[src/hdl/mbst_pkg.sv]
// Package with the constants and types of the memory boundary-scan test port.
package mbst_pkg;

  localparam int BSR_LEN = 71;
  localparam int IR_LEN  = 3;
  localparam int ID_LEN  = 32;

  // Instruction codes.
  localparam logic [2:0] INS_EXT_TEST     = 3'h0;
  localparam logic [2:0] INS_ID_READ      = 3'h1;
  localparam logic [2:0] INS_SAMPLE_FLOAT = 3'h2;
  localparam logic [2:0] INS_RSVD_A       = 3'h3;
  localparam logic [2:0] INS_SAMPLE       = 3'h4;
  localparam logic [2:0] INS_RSVD_B       = 3'h5;
  localparam logic [2:0] INS_RSVD_C       = 3'h6;
  localparam logic [2:0] INS_BYPASS       = 3'h7;

  // Pattern caught in the two low instruction bits on capture.
  localparam logic [1:0] IR_CAPTURE_LOW = 2'h1;
  localparam logic       BYPASS_CLEAR   = 1'h0;

  // Identification value; the default is arbitrary.
  localparam logic [31:0] ID_VALUE_DEF = 32'h0A5A5A5B;

  // Consecutive high mode-select edges that always reach the reset state.
  localparam int MS_RESET_EDGES = 5;

  typedef enum logic [3:0] {
    ST_RESET, ST_IDLE,
    ST_SEL_DR, ST_CAP_DR, ST_SHIFT_DR, ST_EXIT1_DR, ST_PAUSE_DR, ST_EXIT2_DR, ST_UPD_DR,
    ST_SEL_IR, ST_CAP_IR, ST_SHIFT_IR, ST_EXIT1_IR, ST_PAUSE_IR, ST_EXIT2_IR, ST_UPD_IR
  } mbst_state_type;

  // Serial link from the board tester after synchronisation.
  typedef struct packed {
    logic tck;
    logic tms;
    logic tdi;
  } mbst_link_type;

  // Instruction decode results.
  typedef struct packed {
    logic sel_bsr;
    logic sel_id;
    logic sel_byp;
    logic float_out;
  } mbst_dec_type;

endpackage

[src/hdl/mbst_sync.sv]
// Two-flop synchroniser for the link pins and edge finder for the test clock.
`timescale 1ns/1ps
`default_nettype none
module mbst_sync (
  input  wire logic                   clk_in,     // System clock
  input  wire logic                   rstn_in,    // Async reset, active low
  input  wire mbst_pkg::mbst_link_type pins_in,   // Raw link pins
  output logic                        rise_out,   // Test clock rising edge
  output logic                        fall_out,   // Test clock falling edge
  output mbst_pkg::mbst_link_type     link_out    // Synchronised link
);
  import mbst_pkg::*;

  mbst_link_type meta_q;
  mbst_link_type sync_q;
  logic          tck_last_q;

  // Mode select and data in rest high, as the pull-ups on the balls would hold them; the test clock rests low.
  always_ff @(posedge clk_in or negedge rstn_in) begin
    if (!rstn_in) begin
      meta_q     <= '{tck: 1'b0, tms: 1'b1, tdi: 1'b1};
      sync_q     <= '{tck: 1'b0, tms: 1'b1, tdi: 1'b1};
      tck_last_q <= 1'b0;
    end else begin
      meta_q     <= pins_in;
      sync_q     <= meta_q;
      tck_last_q <= sync_q.tck;
    end
  end

  assign rise_out = sync_q.tck & ~tck_last_q;
  assign fall_out = ~sync_q.tck & tck_last_q;
  assign link_out = sync_q;
endmodule
`default_nettype wire

[src/hdl/mbst_fsm.sv]
// Sixteen-state test controller sequencer stepped by mode select.
`timescale 1ns/1ps
`default_nettype none
module mbst_fsm (
  input  wire logic                   clk_in,    // System clock
  input  wire logic                   rstn_in,   // Async reset, active low
  input  wire logic                   step_in,   // Test clock rising edge
  input  wire logic                   tms_in,    // Synchronised mode select
  output mbst_pkg::mbst_state_type    state_out  // Current state
);
  import mbst_pkg::*;

  mbst_state_type state_q;
  mbst_state_type state_d;

  always_comb begin
    unique case (state_q)
      ST_RESET:    state_d = tms_in ? ST_RESET    : ST_IDLE;
      ST_IDLE:     state_d = tms_in ? ST_SEL_DR   : ST_IDLE;
      ST_SEL_DR:   state_d = tms_in ? ST_SEL_IR   : ST_CAP_DR;
      ST_CAP_DR:   state_d = tms_in ? ST_EXIT1_DR : ST_SHIFT_DR;
      ST_SHIFT_DR: state_d = tms_in ? ST_EXIT1_DR : ST_SHIFT_DR;
      ST_EXIT1_DR: state_d = tms_in ? ST_UPD_DR   : ST_PAUSE_DR;
      ST_PAUSE_DR: state_d = tms_in ? ST_EXIT2_DR : ST_PAUSE_DR;
      ST_EXIT2_DR: state_d = tms_in ? ST_UPD_DR   : ST_SHIFT_DR;
      ST_UPD_DR:   state_d = tms_in ? ST_SEL_DR   : ST_IDLE;
      ST_SEL_IR:   state_d = tms_in ? ST_RESET    : ST_CAP_IR;
      ST_CAP_IR:   state_d = tms_in ? ST_EXIT1_IR : ST_SHIFT_IR;
      ST_SHIFT_IR: state_d = tms_in ? ST_EXIT1_IR : ST_SHIFT_IR;
      ST_EXIT1_IR: state_d = tms_in ? ST_UPD_IR   : ST_PAUSE_IR;
      ST_PAUSE_IR: state_d = tms_in ? ST_EXIT2_IR : ST_PAUSE_IR;
      ST_EXIT2_IR: state_d = tms_in ? ST_UPD_IR   : ST_SHIFT_IR;
      ST_UPD_IR:   state_d = tms_in ? ST_SEL_DR   : ST_IDLE;
    endcase
  end

  // Power-up lands in the reset state.
  always_ff @(posedge clk_in or negedge rstn_in) begin
    if (!rstn_in) begin
      state_q <= ST_RESET;
    end else if (step_in) begin
      state_q <= state_d;
    end
  end

  assign state_out = state_q;
endmodule
`default_nettype wire

[src/hdl/mbst_tap.sv]
// Top of the memory boundary-scan test port: instruction, data paths and serial out.
//
// What this block does
// - Seventy-one bit capture chain over memory balls.
// - Capture loads ring values; shift connects chain.
// - Serial in to chain top, out from bottom.
// - Identification instruction captures hardwired 32-bit value.
// - Three-bit instruction, five functional, three reserved.
// - Scan never drives memory; tests only capture.
// - Instruction shifts serially, takes effect at update.
// - All-zero instruction samples and floats outputs.
// - Identification instruction loaded at power-up, reset.
// - Identification register shifts out under its instruction.
// - Capture-and-float connects chain, floats all drivers.
// - Sample snapshots balls without disturbing memory.
// - Update under sample behaves like pause.
// - Bypass puts one bit between in and out.
// - Sample on test clock rise, output on fall.
// - Instruction capture loads low bits with 01.
// - Bypass is one flip-flop cleared on capture.
`timescale 1ns/1ps
`default_nettype none
module mbst_tap #(
  parameter int          BSR_W    = mbst_pkg::BSR_LEN,     // Capture chain length
  parameter logic [31:0] ID_VALUE = mbst_pkg::ID_VALUE_DEF // Arbitrary identification value
) (
  input  wire logic             clk_in,       // System clock, 200 MHz
  input  wire logic             rstn_in,      // Async reset, active low
  input  wire logic             tck_in,       // Test clock pin
  input  wire logic             tms_in,       // Mode select pin
  input  wire logic             tdi_in,       // Serial data in pin
  input  wire logic [BSR_W-1:0] ring_in,      // Memory input and bidirectional ball levels
  output logic                  tdo_out,      // Serial data out
  output logic                  tdo_oen_out,  // Serial out enable, low while driving
  output logic                  mem_float_out // Forces memory output drivers to high impedance
);
  import mbst_pkg::*;

  mbst_link_type  pins;
  mbst_link_type  link;
  logic           tck_rise;
  logic           tck_fall;
  mbst_state_type state;

  logic [BSR_W-1:0]  ring_meta_q;
  logic [BSR_W-1:0]  ring_sync_q;
  logic [BSR_W-1:0]  bsr_q;
  logic [ID_LEN-1:0] id_q;
  logic [IR_LEN-1:0] ir_shift_q;
  logic [IR_LEN-1:0] ir_q;
  logic              byp_q;
  logic              tdo_q;
  logic              tdo_oen_q;
  logic              float_q;

  assign pins = '{tck: tck_in, tms: tms_in, tdi: tdi_in};

  mbst_sync u_sync (
    .clk_in   (clk_in),
    .rstn_in  (rstn_in),
    .pins_in  (pins),
    .rise_out (tck_rise),
    .fall_out (tck_fall),
    .link_out (link)
  );

  mbst_fsm u_fsm (
    .clk_in    (clk_in),
    .rstn_in   (rstn_in),
    .step_in   (tck_rise),
    .tms_in    (link.tms),
    .state_out (state)
  );

  // Instruction decode; reserved codes fall through to bypass as a safe default.
  function automatic mbst_dec_type decode(input logic [IR_LEN-1:0] code);
    mbst_dec_type d;
    d = '0;
    case (code)
      INS_EXT_TEST: begin
        d.sel_bsr   = 1'b1;
        d.float_out = 1'b1;
      end
      INS_SAMPLE_FLOAT: begin
        d.sel_bsr   = 1'b1;
        d.float_out = 1'b1;
      end
      INS_SAMPLE:  d.sel_bsr = 1'b1;
      INS_ID_READ: d.sel_id  = 1'b1;
      default:     d.sel_byp = 1'b1;
    endcase
    return d;
  endfunction

  mbst_dec_type dec;
  assign dec = decode(ir_q);

  wire in_shift_dr = (state == ST_SHIFT_DR);
  wire in_shift_ir = (state == ST_SHIFT_IR);
  wire in_cap_dr   = (state == ST_CAP_DR);
  wire in_cap_ir   = (state == ST_CAP_IR);
  wire shifting    = in_shift_dr | in_shift_ir;

  wire out_bit = in_shift_ir ? ir_shift_q[0] :
                 dec.sel_bsr ? bsr_q[0] :
                 dec.sel_id  ? id_q[0]  : byp_q;

  // Ball levels come from another clock, so they pass two flops first.
  always_ff @(posedge clk_in or negedge rstn_in) begin
    if (!rstn_in) begin
      ring_meta_q <= '0;
      ring_sync_q <= '0;
    end else begin
      ring_meta_q <= ring_in;
      ring_sync_q <= ring_meta_q;
    end
  end

  // Boundary chain: capture only, never drives the memory; update acts as pause.
  always_ff @(posedge clk_in or negedge rstn_in) begin
    if (!rstn_in) begin
      bsr_q <= '0;
    end else if (tck_rise && dec.sel_bsr) begin
      if (in_cap_dr) begin
        bsr_q <= ring_sync_q;
      end else if (in_shift_dr) begin
        bsr_q <= {link.tdi, bsr_q[BSR_W-1:1]};
      end
    end
  end

  always_ff @(posedge clk_in or negedge rstn_in) begin
    if (!rstn_in) begin
      id_q <= '0;
    end else if (tck_rise && dec.sel_id) begin
      if (in_cap_dr) begin
        id_q <= ID_VALUE;
      end else if (in_shift_dr) begin
        id_q <= {link.tdi, id_q[ID_LEN-1:1]};
      end
    end
  end

  // Single bypass flop, cleared on capture.
  always_ff @(posedge clk_in or negedge rstn_in) begin
    if (!rstn_in) begin
      byp_q <= BYPASS_CLEAR;
    end else if (tck_rise && dec.sel_byp) begin
      if (in_cap_dr) begin
        byp_q <= BYPASS_CLEAR;
      end else if (in_shift_dr) begin
        byp_q <= link.tdi;
      end
    end
  end

  // Instruction shifter; the active code only changes at update or in the reset state.
  always_ff @(posedge clk_in or negedge rstn_in) begin
    if (!rstn_in) begin
      ir_shift_q <= INS_ID_READ;
      ir_q       <= INS_ID_READ;
    end else if (state == ST_RESET) begin
      // Reloaded as soon as the reset state is reached, not a test clock later,
      // so the output float drops within the fifth high mode-select edge.
      ir_q <= INS_ID_READ;
    end else if (tck_rise) begin
      if (in_cap_ir) begin
        ir_shift_q <= {ir_q[IR_LEN-1:2], IR_CAPTURE_LOW};
      end else if (in_shift_ir) begin
        ir_shift_q <= {link.tdi, ir_shift_q[IR_LEN-1:1]};
      end else if (state == ST_UPD_IR) begin
        ir_q <= ir_shift_q;
      end
    end
  end

  // Serial out and its enable change on the falling test-clock edge.
  always_ff @(posedge clk_in or negedge rstn_in) begin
    if (!rstn_in) begin
      tdo_q     <= 1'b0;
      tdo_oen_q <= 1'b1;
    end else if (tck_fall) begin
      tdo_q     <= out_bit;
      tdo_oen_q <= ~shifting;
    end
  end

  // Output float follows the active instruction, also held out of reset.
  always_ff @(posedge clk_in or negedge rstn_in) begin
    if (!rstn_in) begin
      float_q <= 1'b0;
    end else begin
      float_q <= dec.float_out;
    end
  end

  assign tdo_out       = tdo_q;
  assign tdo_oen_out   = tdo_oen_q;
  assign mem_float_out = float_q;
endmodule
`default_nettype wire

[config.mk]
export PLATFORM = sky130hd
export DESIGN_NAME = mbst_tap
export DESIGN_NICKNAME = d
export VERILOG_FILES = /design/src/hdl/mbst_pkg.sv /design/src/hdl/mbst_sync.sv /design/src/hdl/mbst_fsm.sv /design/src/hdl/mbst_tap.sv
export SDC_FILE = /design/constraint.sdc
export NUM_CORES = 1
export LEC_CHECK = 0
export BUFFER_PORTS_ARGS = -buffer_cell sky130_fd_sc_hd__buf_2
export CAP_MARGIN = 10
export CORE_ASPECT_RATIO = 0.6
export CORE_MARGIN = 1
export CORE_UTILIZATION = 50
export DETAILED_ROUTE_END_ITERATION = 12
export PLACE_DENSITY = 0.8
export REMOVE_ABC_BUFFERS = 1
export SYNTH_ARGS = -nofsm -noshare
export SYNTH_HDL_FRONTEND = slang
export SYNTH_HIERARCHICAL = 1
export SYNTH_SLANG_ARGS = --single-unit
export TNS_END_PERCENT = 5
[constraint.sdc]
create_clock -name clk_in -period 2.1 [get_ports clk_in]
set_clock_uncertainty 0.1 [all_clocks]
set_input_delay 0.315 -clock clk_in [delete_from_list [all_inputs] [get_ports clk_in]]
set_output_delay 0.315 -clock clk_in [all_outputs]
set_load 0.01 [all_outputs]
After elaboration in Yosys (flattened, before gate mapping)
Cells that the tools add are included.
- input port bits: 76
- output and inout bits: 3
- register bits: 266
- reductions and logical operators: 20
- equal/unequal tests: 20
- bitwise logic cells: 7
- multiplexer cells: 33
- operators by type and width (operator ; number):
    two-way mux 71 bit ; 2
    two-way mux 32 bit ; 2
    one-hot mux 4 bit (12 select lines) ; 1
    == test 4 bit (second input constant) ; 8
    two-way mux 3 bit ; 9
    == test 4 x 3 -> 1 bit (second input constant) ; 4
    two-way mux 4 bit ; 4
    two-way mux 1 bit ; 12
    == test 4 x 2 -> 1 bit (second input constant) ; 2
    nonzero test 2 bit ; 4
    two-way mux 2 bit ; 3
    AND reduction 2 bit ; 3
    OR reduction 2 bit ; 3
    OR reduction 3 bit ; 2
    == test 4 x 1 -> 1 bit (second input constant) ; 1
    zero test 4 bit ; 1
    != test 2 x 1 -> 1 bit (second input constant) ; 2
    inverter 1 bit ; 4
    AND reduction 4 bit ; 1
    OR reduction 4 bit ; 1
    == test 3 x 1 -> 1 bit (second input constant) ; 1
    == test 3 x 2 -> 1 bit (second input constant) ; 1
    == test 3 bit (second input constant) ; 1
    logical AND 1 bit ; 3
    other kinds (4) ; 5

Longest topological paths before layout
Gate-level depths: netlist (run 1).
- depth after elaboration: 6
- mapped depth: 8
- mapped depth without buffers: 4

By module
Netlist (run 1), hierarchy kept.
- modules (own cells, without submodules) (module ; instances ; seq. area each (µm²) ; area each (µm²) ; cells an instance):
    mbst_tap ; 1 ; 6384.9 ; 9053.7 ; 552
    mbst_fsm ; 1 ; 100.1 ; 400.4 ; 47
    mbst_sync ; 1 ; 180.2 ; 195.2 ; 9

Worst setup path before layout (run 1)
Ideal clock, no wire load.
- kind: reg-to-reg
- from: reg u_fsm.state_q[1], in the netlist u_fsm/state_out[1]
- to: reg bsr_q[45]
- stages on the path, launching flop included: 8
- clock period less this slack: 2.223 ns
- setup slack: -0.123 ns
- data arrival time: 1.999 ns
- cells stage by stage: dfrtp_1 > clkbuf_1 > nor4bb_1 > clkbuf_1 > buf_2 > buf_2 > mux2_2 > mux2_2
- word-level cells in the longest chain between the ends: 3
- RTL lines (element ; RTL line ; text):
    start: declaration ; mbst_fsm.sv:13 ; mbst_state_type state_q;
    start signal: assignment ; mbst_fsm.sv:42 ; state_q <= state_d;
    == test 4 x 3 -> 1 bit or == test 4 x 2 -> 1 bit (tied branches) ; mbst_tap.sv:98, mbst_tap.sv:100 ;
    nonzero test 2 bit (no source line) ; n/a ;
    AND reduction 2 bit (no source line) ; n/a ;
    end signal: assignment ; mbst_tap.sv:125 ; bsr_q <= ring_sync_q;
    end signal: assignment ; mbst_tap.sv:127 ; bsr_q <= {link.tdi, bsr_q[BSR_W-1:1]};
    end: declaration ; mbst_tap.sv:47 ; logic [BSR_W-1:0] bsr_q;
Parallel ways exist; a longest one is shown, timed or not.
A chain may end at the register's enable or synchronous reset.

Worst setup path in the final report (run 1)
- from: reg u_fsm.state_q[0], in the netlist u_fsm/state_out[0]
- to: reg id_q[31]
- word-level cells in the longest chain between the ends: 3
- RTL lines (element ; RTL line ; text):
    == test 4 x 3 -> 1 bit or == test 4 x 2 -> 1 bit (tied branches) ; mbst_tap.sv:98, mbst_tap.sv:100 ;
    nonzero test 2 bit (no source line) ; n/a ;
    AND reduction 2 bit (no source line) ; n/a ;
    end signal: assignment ; mbst_tap.sv:139 ; id_q <= {link.tdi, id_q[ID_LEN-1:1]};
    end: declaration ; mbst_tap.sv:48 ; logic [ID_LEN-1:0] id_q;
Parallel ways exist; a longest one is shown, timed or not.

==> summary.txt, run 1 <==
Timing
  – Fin crit share: 102.3%
  – Max Slew Vio Count: 0
  – Slew HR: 66.17%
  – Worst-Margin Slew: 0.5075 ns
  – Final setup margin: -0.04806 ns
  – Unrepaired setup endpoints after global routing: true
  – Fmax: 0.4655 GHz
  – Final Hold Fails: 0
  – WHS: 0.2482 ns
  – Fin crit period: 2.148 ns
  – Finish-stage setup viols: 13

Place
  – I/O Buffers: 78
  – GP Congestion: 0.7611
  – Dpl hpwl: 9802 µm

Die
  – # IOs: 79
  – Area of the core: 18500 µm²
  – Site Rows: 38
  – Die H: 109.6 µm
  – Starting Density: 52.17%
  – Die W: 181.3 µm
  – Die Footprint: 19880 µm²

Worst setup path
  – CP peak stage delay: 0.43 ns
  – Reg2reg setup slack: -0.05 ns
  – Critical Path RT: 2.39 ns
  – Reg2Reg Launch Point: u_fsm/state_out[0]
  – Critical Path Stages: 5
  – Worst Setup SP: u_fsm/state_out[0]
  – CP arrival: 2.44 ns
  – Largest fanout on the critical path: 8
  – Crit end category: flop
  – Reg2Reg Depth: 5
  – Worst path cell trace: or3b_4 -> a2111oi_4 -> buf_4 -> buf_12 -> mux2_2
  – WP buf/inv: 2
  – Crit-path leading delay family: simple AND/OR/NAND/NOR gates
  – Critical Path Start Type: flop
  – Worst setup path class: reg2reg
  – Crit-path slowest cell: or3b_4

Finish
  – Antenna cells: 0
  – Share of cells above drive strength 1: 40.84%
  – Filler cell count in the final layout: 1181
  – Area grow syn2layout: 29.75%
  – Commonest non-fill, non-tap cell in the layout: dfrtp_1
  – Nets: 873
  – Most frequent cells in the layout: dfrtp_1 (259), mux2_2 (121), buf_2 (77)

Clock network
  – CTS root buf: clkbuf_16
  – Clock sink total: 266
  – TritonCTS buffer count: 23
  – Clk buf depth: 3
  – Worst-skew pair later-pin latency: 0.52 ns
  – CTS clk-pin slew, worst paths: 0.07 ns
  – CTS tree: yes
  – CTS H-tree depth: 1

Min path
  – HP Start: ring_meta_q[27]
  – HP Class: reg2reg
  – Hold path depth: 0

Power and ir drop
  – Overall Power: 15070 µW
  – Leakage: 0.005849 µW
  – Power Dens Cells: 1204 nW/µm²
  – Max VDD drop: 0.0007184 V

Synth
  – Mapped Cells: 608
  – Flops & latches, synth: 266
  – Ys flop type: dfrtp_1
  – Part of the Yosys area used for sequential elements: 69.07%
  – Fraction of registers with async set/reset: 100.0%
  – Largest area contributor in the netlist: dfrtp_1
  – Cell variety after synth: 50
  – Synth Warn #: 6
  – Post-Syn Area per Cell: 15.87 µm²
  – Netlist Area Pre-Place: 9649 µm²
  – Top cells by area, synth: dfrtp_1 (67%), mux2_2 (18%), dfstp_2 (1.9%)
  – Synth top area share: 67.17%
  – Post-synth EDFFs: 0

GRT
  – Pin count of the biggest net entering global routing: 60
  – Initial antenna violation count: 0
  – Number of global-route vias before repair: 5719
  – First-pass GRT wire length: 28710 µm
  – GRT Util Overall: 18.29%
  – GRT Residual Overflow: 0

Status
  – Status: finished with violations
  – Failing checks: negative setup slack

Routing
  – Wire length after detailed routing: 17950 µm
  – Via density: 5.100
  – First drt pass iteration count: 4
  – Antenna-violating nets left: 0
  – Drt first-iter violations: 287
  – Remaining DRCs: 0
  – Wire length per cell: 17.04 µm
  – Via count: 5370

Run
  – Max-capacitance violation count: 0
-- metal layers --
metal | vias up | GRT usage, % | part of all wire, %
met5 | - | 0 | 0
met2 | 110 | 30.77 | 49
li1 | 2461 | - | -
met4 | 0 | 4.298 | 1.8
met1 | 2768 | 25.32 | 46
met3 | 31 | 3.014 | 3.3
-- state kept, by name, indices dropped and copies added (netlist names) --
signal	flops
ir_q	3
ring_meta_q	71
ir_shift_q	3
u_sync/meta_q	3
tdo_oen_out	1
u_sync/tck_last_q	1
u_fsm/state_out	4
id_q	32
u_sync/link_out	3
ring_sync_q	71
byp_q	1
tdo_out	1
bsr_q	71
mem_float_out	1
-- layout make-up --
type	count	area (µm²)	area share, %
Tap cell	240	300.3	2.399
Multi-Input combinational cell	288	2883	23.03
Inverter	23	86.33	0.6896
Timing Repair Buffer	195	1785	14.26
Sequential cell	266	6665	53.24
Clock buffer	34	646.9	5.167
Clock inverter	7	152.6	1.219
-- kinds of logic (layout without fill, tap and decap cells) --
group / after synthesis / count (layout) / share of synthesized area [%]
adders and majority gates: 1 / 1 / 0.1037
and+or+nand+nor: 78 / 78 / 4.772
muxes: 178 / 178 / 20.55
AOI/OAI and AO/OA: 30 / 30 / 2.477
DFF: 266 / 266 / 69.07
xor gates and xnor gates: 1 / 1 / 0.09078
buffers and inverters: 54 / 259 / 2.930
-- timing repair --
action,in CTS,in global routing
gates cloned,2,3
hold buffers,75,0
buffers inserted,7,3
hold endpoints to repair,124,0
endpoints found under the setup margin,35,81
pin swaps,4,2
gates resized for setup,5,46
-- cell usage after synthesis (4+ instances only) --
| master | count |
|---|---|
| o211ai_1 | 4 |
| mux2i_1 | 17 |
| buf_2 | 10 |
| o21ai_0 | 5 |
| nand2_1 | 6 |
| dfrtp_1 | 259 |
| buf_6 | 4 |
| dfstp_2 | 7 |
| nor2b_1 | 13 |
| clkbuf_1 | 6 |
| inv_1 | 23 |
| a21oi_1 | 6 |
| mux2_2 | 158 |
| nor2_1 | 29 |
| buf_4 | 10 |
-- final timing paths --
kind / endpoint
max in group asynchronous: u_sync/link_out[0]
hold reg to reg: ring_sync_q[27]
hold / removal: ring_sync_q[27]
setup reg to reg: id_q[31]
min in group asynchronous: bsr_q[67]
setup / recovery: id_q[31]
-- report_power, final --
group | switching, µW | internal [µW] | leakage, µW
sequential | 510 | 6080 | 0.00332
combinational | 1650 | 2360 | 0.00215
clock | 1820 | 2640 | 0.000385
-- stage by stage --
stage | setup WS [ns] | setup TNS, ns | cell area, µm² | instances | util [%]
finish | -0.04806 | -0.2660 | 12520 | 1053 | 67.69
global route | -0.09301 | -4.062 | 12520 | 1053 | 67.69
CTS | -0.02266 | -0.1422 | 12240 | 1047 | 66.20
detailed placement | -0.0006346 | -0.0006346 | 10550 | 922 | 57.02
global placement | 0.03792 | 0 | 10550 | 922 | 57.02
floorplan | -9.049 | -910.27 | 9453 | 577 | -
(Power assumes the default switching activity.)
==> inputs of run 2 (changes only) <==
--- a/config.mk
+++ b/config.mk
@@ -7,2 +7,3 @@
 export LEC_CHECK = 0
+export ABC_AREA = 1
 export BUFFER_PORTS_ARGS = -buffer_cell sky130_fd_sc_hd__buf_2
==> constraint.sdc (replaced) <==
create_clock -name clk_in -period 2.1 [get_ports clk_in]
set_clock_uncertainty 0.1 [all_clocks]
set_input_delay 0.21 -clock clk_in [delete_from_list [all_inputs] [get_ports clk_in]]
set_output_delay 0.21 -clock clk_in [all_outputs]
set_load 0.01 [all_outputs]
==> summary.txt, run 2 <==
Worst setup path
  – Critical Path RT: 2.37 ns
  – CP arrival: 2.01 ns
  – Crit end category: flop
  – Largest fanout on the critical path: 64
  – Critical Path Start Type: flop
  – Worst setup path class: reg2reg

Power and ir drop
  – Power Dens Cells: 1104 nW/µm²
  – Switching share of power: 29.78%
  – Leakage: 0.006107 µW
  – Combinational power share: 19.9%
  – Psw: 3916 µW
  – Clk pwr share: 34.2%
  – Max VDD drop: 0.0006876 V
  – Reg power frac: 45.9%
  – P_int: 9237 µW

Synth
  – Top cells by area, synth: dfrtp_1 (67%), nand2_1 (18%), nand3_1 (4.4%)
  – Largest family of logic cells by synthesized area: simple AND/OR/NAND/NOR gates
  – XOR/XNOR Fraction of Synth Area: 0%
  – Part of the Yosys area used for sequential elements: 68.76%
  – Netlist Area Pre-Place: 9693 µm²
  – Largest area contributor in the netlist: dfrtp_1
  – Synth Warn #: 6
  – Mapped Cells: 973
  – Post-Syn Area per Cell: 9.962 µm²
  – Synth top area share: 66.86%
  – Multiplexer area fraction after synthesis: 0%
  – Post-synth top cells: nand2_1 (453), dfrtp_1 (259), nand3_1 (86)
  – Simple-Gate Fraction of Synth Area: 24.38%
  – Synth Area in Adders: 0%
  – Most frequent cell after synthesis: nand2_1
  – Fraction of registers with async set/reset: 100.0%
  – Synth Area in Compound Gates: 2.607%
  – Flops & latches, synth: 266
  – Cell variety after synth: 26
  – Ys flop type: dfrtp_1
  – Post-synth EDFFs: 0

GRT
  – First-pass GRT wire length: 33300 µm
  – Pin count of the biggest net entering global routing: 65
  – Number of global-route vias before repair: 6881
  – GRT Util Overall: 20.83%
  – GRT Residual Overflow: 0
  – Initial antenna violation count: 0

Finish
  – FF+latch area: 6665 µm²
  – Antenna cells: 0
  – Filler cell count in the final layout: 1421
  – Most frequent cells in the layout: nand2_1 (452), dfrtp_1 (259), nand3_1 (86)
  – Area grow syn2layout: 22.91%
  – Multi-input gate area: 2629 µm²
  – Nets: 1200
  – Largest regs: bsr_q: 71 flops, ring_meta_q: 71 flops, ring_sync_q: 71 flops
  – Share of cells above drive strength 1: 14.11%
  – Commonest non-fill, non-tap cell in the layout: nand2_1

Die
  – Area of the core: 18980 µm²
  – Die H: 109.9 µm
  – Die W: 181.8 µm
  – Die Footprint: 19970 µm²
  – Site Rows: 39
  – # IOs: 79
  – Starting Density: 51.06%

Routing
  – Wire length after detailed routing: 19700 µm
  – Via density: 4.950
  – Antenna-violating nets left: 0
  – Drt first-iter violations: 609
  – Wire length per cell: 14.20 µm
  – Remaining DRCs: 0
  – Via count: 6865
  – First drt pass iteration count: 6

Clock network
  – Clock sink total: 266
  – TritonCTS buffer count: 24
  – Clk buf depth: 3
  – CTS tree: yes
  – CTS H-tree depth: 1
  – CTS root buf: clkbuf_16
  – Worst-skew pair later-pin latency: 0.52 ns
  – CTS clk-pin slew, worst paths: 0.06 ns

Place
  – GP Congestion: 0.7799
  – Dpl hpwl: 10730 µm
  – Worst slack, placed: 0.3566 ns
  – I/O Buffers: 78

Timing
  – Finish-stage setup viols: 0
  – Final Hold Fails: 0
  – TNS Setup: 0 ns
  – Fmax: 0.5731 GHz
  – Fin crit share: 83.08%
  – Final setup margin: 0.3552 ns
  – Fin crit period: 1.745 ns
  – Slew HR: 63.35%
  – Max Slew Vio Count: 0
  – Unrepaired setup endpoints after global routing: false
  – Worst-Margin Slew: 0.5497 ns

Status
  – Status: completed

Run
  – Max-capacitance violation count: 0

Min path
  – HP Class: in2async
[run 2: power groups by stage]
stage | Sequential (µW) | Combinational [µW] | Clock, µW
final | 6040 | 2620 | 4500
after global routing | 6110 | 2980 | 4810
after CTS | 6040 | 2610 | 4560
after detailed placement | 6120 | 2470 | 0
after global placement | 6100 | 2410 | 0
after floorplan | 6120 | 1530 | 0
[run 2: critical path, stage by stage (launching register included)]
cell and delay, ns:
dfrtp_1 0.37, buf_4 0.18, nand4_1 0.16, nand2_4 0.09, nand2_2 0.06, buf_4 0.44, o21ai_0 0.16
[run 2: what timing repair did]
action,in CTS,in global routing
hold buffers,75,0
hold endpoints to repair,333,0
setup endpoints to repair,0,0
resized for setup,0,0
buffers inserted,0,0
[run 2: final cells by class]
| class | count | share of cell area, % |
|---|---|---|
| sequential | 266 | 55.94 |
| clock inverter | 10 | 1.008 |
| timing repair buffer | 174 | 11.72 |
| inverter | 24 | 0.7561 |
| clock buffer | 33 | 5.923 |
| tap | 246 | 2.583 |
| multi-input combinational | 634 | 22.06 |
[run 2: cell families after synthesis]
logic type,count (synthesis)
AO/OA/AOI/OAI,48
buffers and inverters,73
AND/OR/NAND/NOR,586
flip-flops,266
[run 2: path summary, 6_finish.rpt]
kind | start | to | slack [ns] | depth (start not counted)
worst max-delay path | u_fsm/state_out[2] | id_q[4] | 0.36 | 6
worst min-delay path | rstn_in | id_q[12] | 0.07 | 2
worst max register to register | u_fsm/state_out[2] | id_q[4] | 0.36 | 6
worst min register to register | ring_meta_q[18] | ring_sync_q[18] | 0.24 | 0
max in group asynchronous | rstn_in | bsr_q[21] | 1.17 | 3
min in group clk_in | ring_in[62] | ring_meta_q[62] | 0.22 | 2
[run 2: metal layers]
layer	global-route usage (%)	part of all wire, %
met1	29.88	47
met2	33.60	45
met3	3.610	5.5
met4	4.722	2.1
met5	0	0
[run 2: metrics by stage]
step	std cells	hold WS (ns)	total power (µW)	util, %	instance area, µm²
finish	1387	0.06633	13150	62.76	11910
global route	1387	0.09277	13890	62.76	11910
CTS	1387	0.07220	13200	62.76	11910
detailed placement	1269	0.01196	8587	54.46	10340
global placement	1269	0.01128	8510	54.46	10340
floorplan	924	-0.1856	7650	-	9371
==> inputs of run 3 (changes only) <==
Settings changed: ABC_AREA 1 to 0, PLACE_DENSITY 0.8 to 0.78.
Clock period 2.1 ns to 1.62 ns, I/O delays scaled along.
==> summary.txt, run 3 (synthesized netlist as in run 1, its figures left out) <==
Finish
  – Area grow syn2layout: 31.34%
  – Filler cell count in the final layout: 1156
  – Final Util: 68.52%
  – Fin area: 12670 µm²
  – Most frequent cells in the layout: dfrtp_1 (259), mux2_2 (103), buf_2 (77)
  – Post-route non-filler standard cell count: 1069
  – Multi-input gate area: 2977 µm²
  – Antenna cells: 0
  – FF+latch area: 6665 µm²
  – Nets: 888
  – Share of cells above drive strength 1: 42.70%
  – Largest regs: bsr_q: 71 flops, ring_meta_q: 71 flops, ring_sync_q: 71 flops
  – Commonest non-fill, non-tap cell in the layout: dfrtp_1

Routing
  – Via count: 5447
  – Met3 WL: 652 µm
  – Wire length per cell: 17.32 µm
  – Via density: 5.095
  – Drt first-iter violations: 217
  – M1 WL: 8471 µm
  – Highest Signal Layer: met4
  – Antenna-violating nets left: 0
  – Wire length after detailed routing: 18520 µm
  – First drt pass iteration count: 4
  – Remaining DRCs: 0
  – Met2 WL: 9030 µm

Place
  – I/O Buffers: 78
  – Placed cell area: 10590 µm²
  – GP Congestion: 0.7763
  – Cells after DPL: 935
  – Dpl hpwl: 10230 µm

Clock network
  – Worst-skew pair later-pin latency: 0.53 ns
  – TritonCTS buffer count: 24
  – CTS clk-pin slew, worst paths: 0.07 ns
  – Clk buf depth: 3
  – Clock sink total: 266
  – CTS root buf: clkbuf_16
  – CTS tree: yes
  – CTS H-tree depth: 1

Worst setup path
  – Largest fanout on the critical path: 19
  – Crit end category: flop
  – Reg2Reg Depth: 7
  – Worst setup path class: reg2reg
  – CP arrival: 2.46 ns
  – Critical Path RT: 1.93 ns
  – Critical Path Start Type: flop

Timing
  – Fmax: 0.4657 GHz
  – Max Slew Vio Count: 0
  – Final Hold Fails: 0
  – Finish-stage setup viols: 108
  – Fin crit share: 132.6%
  – Worst-Margin Slew: 0.4704 ns
  – Unrepaired setup endpoints after global routing: true
  – WHS: 0.07294 ns
  – Fin crit period: 2.147 ns
  – Final setup margin: -0.5274 ns
  – Slew HR: 68.64%

Die
  – Starting Density: 52.17%
  – Die H: 109.6 µm
  – Die Footprint: 19880 µm²
  – Die W: 181.3 µm
  – Site Rows: 38
  – Area of the core: 18500 µm²
  – # IOs: 79

GRT
  – Number of global-route vias before repair: 6130
  – Pin count of the biggest net entering global routing: 64
  – GRT Util Overall: 19.94%
  – First-pass GRT wire length: 31090 µm
  – Initial antenna violation count: 0
  – GRT Residual Overflow: 0

Run
  – Max-capacitance violation count: 0

Status
  – Status: finished with violations
  – Failing checks: negative setup slack

Power and ir drop
  – Leakage: 0.005931 µW
  – Power Dens Cells: 1563 nW/µm²
  – Max VDD drop: 0.001017 V
  – Overall Power: 19810 µW

Min path
  – HP Class: in2async
==> run 3: cell types whose count changed in the layout (fill, tap and decap cells not counted), sizes merged, moves of 17 or more <==
cell   before  now
o21ai      41    5
mux2i       0   17
buf        99  134
nand3      86    1
mux2        0  161
nand2     458    6
==> run 3: metal layers <==
| metal | vias to the layer above | track usage, % |
|---|---|---|
| li1 | 2487 | - |
| met2 | 110 | 34.31 |
| met5 | - | 0 |
| met4 | 0 | 4.540 |
| met3 | 35 | 3.710 |
| met1 | 2815 | 26.77 |
==> run 3: area by class of cell <==
class	instances	share of cell area [%]
Tap cell	240	2.369
Multi-Input combinational cell	288	23.49
Sequential cell	266	52.59
Inverter	23	0.6812
Clock buffer	34	5.509
Clock inverter	9	1.125
Timing Repair Buffer	209	14.24
==> run 3: worst max-delay path, cell delays in order, from the launching register on <==
cell	delay [ns]
dfrtp_1	0.41
buf_6	0.14
nor4bb_4	0.24
buf_4	0.18
buf_12	0.15
buf_12	0.17
mux2_2	0.36
mux2_2	0.27
==> run 3: path summary, 6_finish.rpt <==
kind	startpoint	to	slack (ns)
max in group asynchronous	rstn_in	ring_sync_q[22]	0.66
hold reg to reg	ring_meta_q[51]	ring_sync_q[51]	0.25
setup / recovery	u_fsm/state_out[2]	bsr_q[21]	-0.53
setup reg to reg	u_fsm/state_out[2]	bsr_q[21]	-0.53
hold / removal	rstn_in	bsr_q[63]	0.07
min in group clk_in	ring_in[44]	ring_meta_q[44]	0.17
==> run 3: timing repair <==
item,CTS,global route
buffers inserted,12,3
endpoints found under the setup margin,108,110
resized for setup,56,29
endpoints found under the hold margin,340,0
pin swaps,6,4
cloned,3,0
hold buffers,75,0
==> run 3: power by group <==
part	leakage [µW]	switching [µW]	total, µW	internal, µW
clock network	0.000401	2400	5900	3500
logic	0.00221	2210	5390	3180
registers	0.00332	639	8520	7880
==> run 3: per-stage QoR <==
step	setup TNS [ns]	setup slack [ns]
final	-48.00	-0.5274
after floorplan	-960.71	-9.529
after global placement	-43.81	-0.4625
after global routing	-55.84	-0.5946
after detailed placement	-48.52	-0.5243
after CTS	-44.69	-0.4991
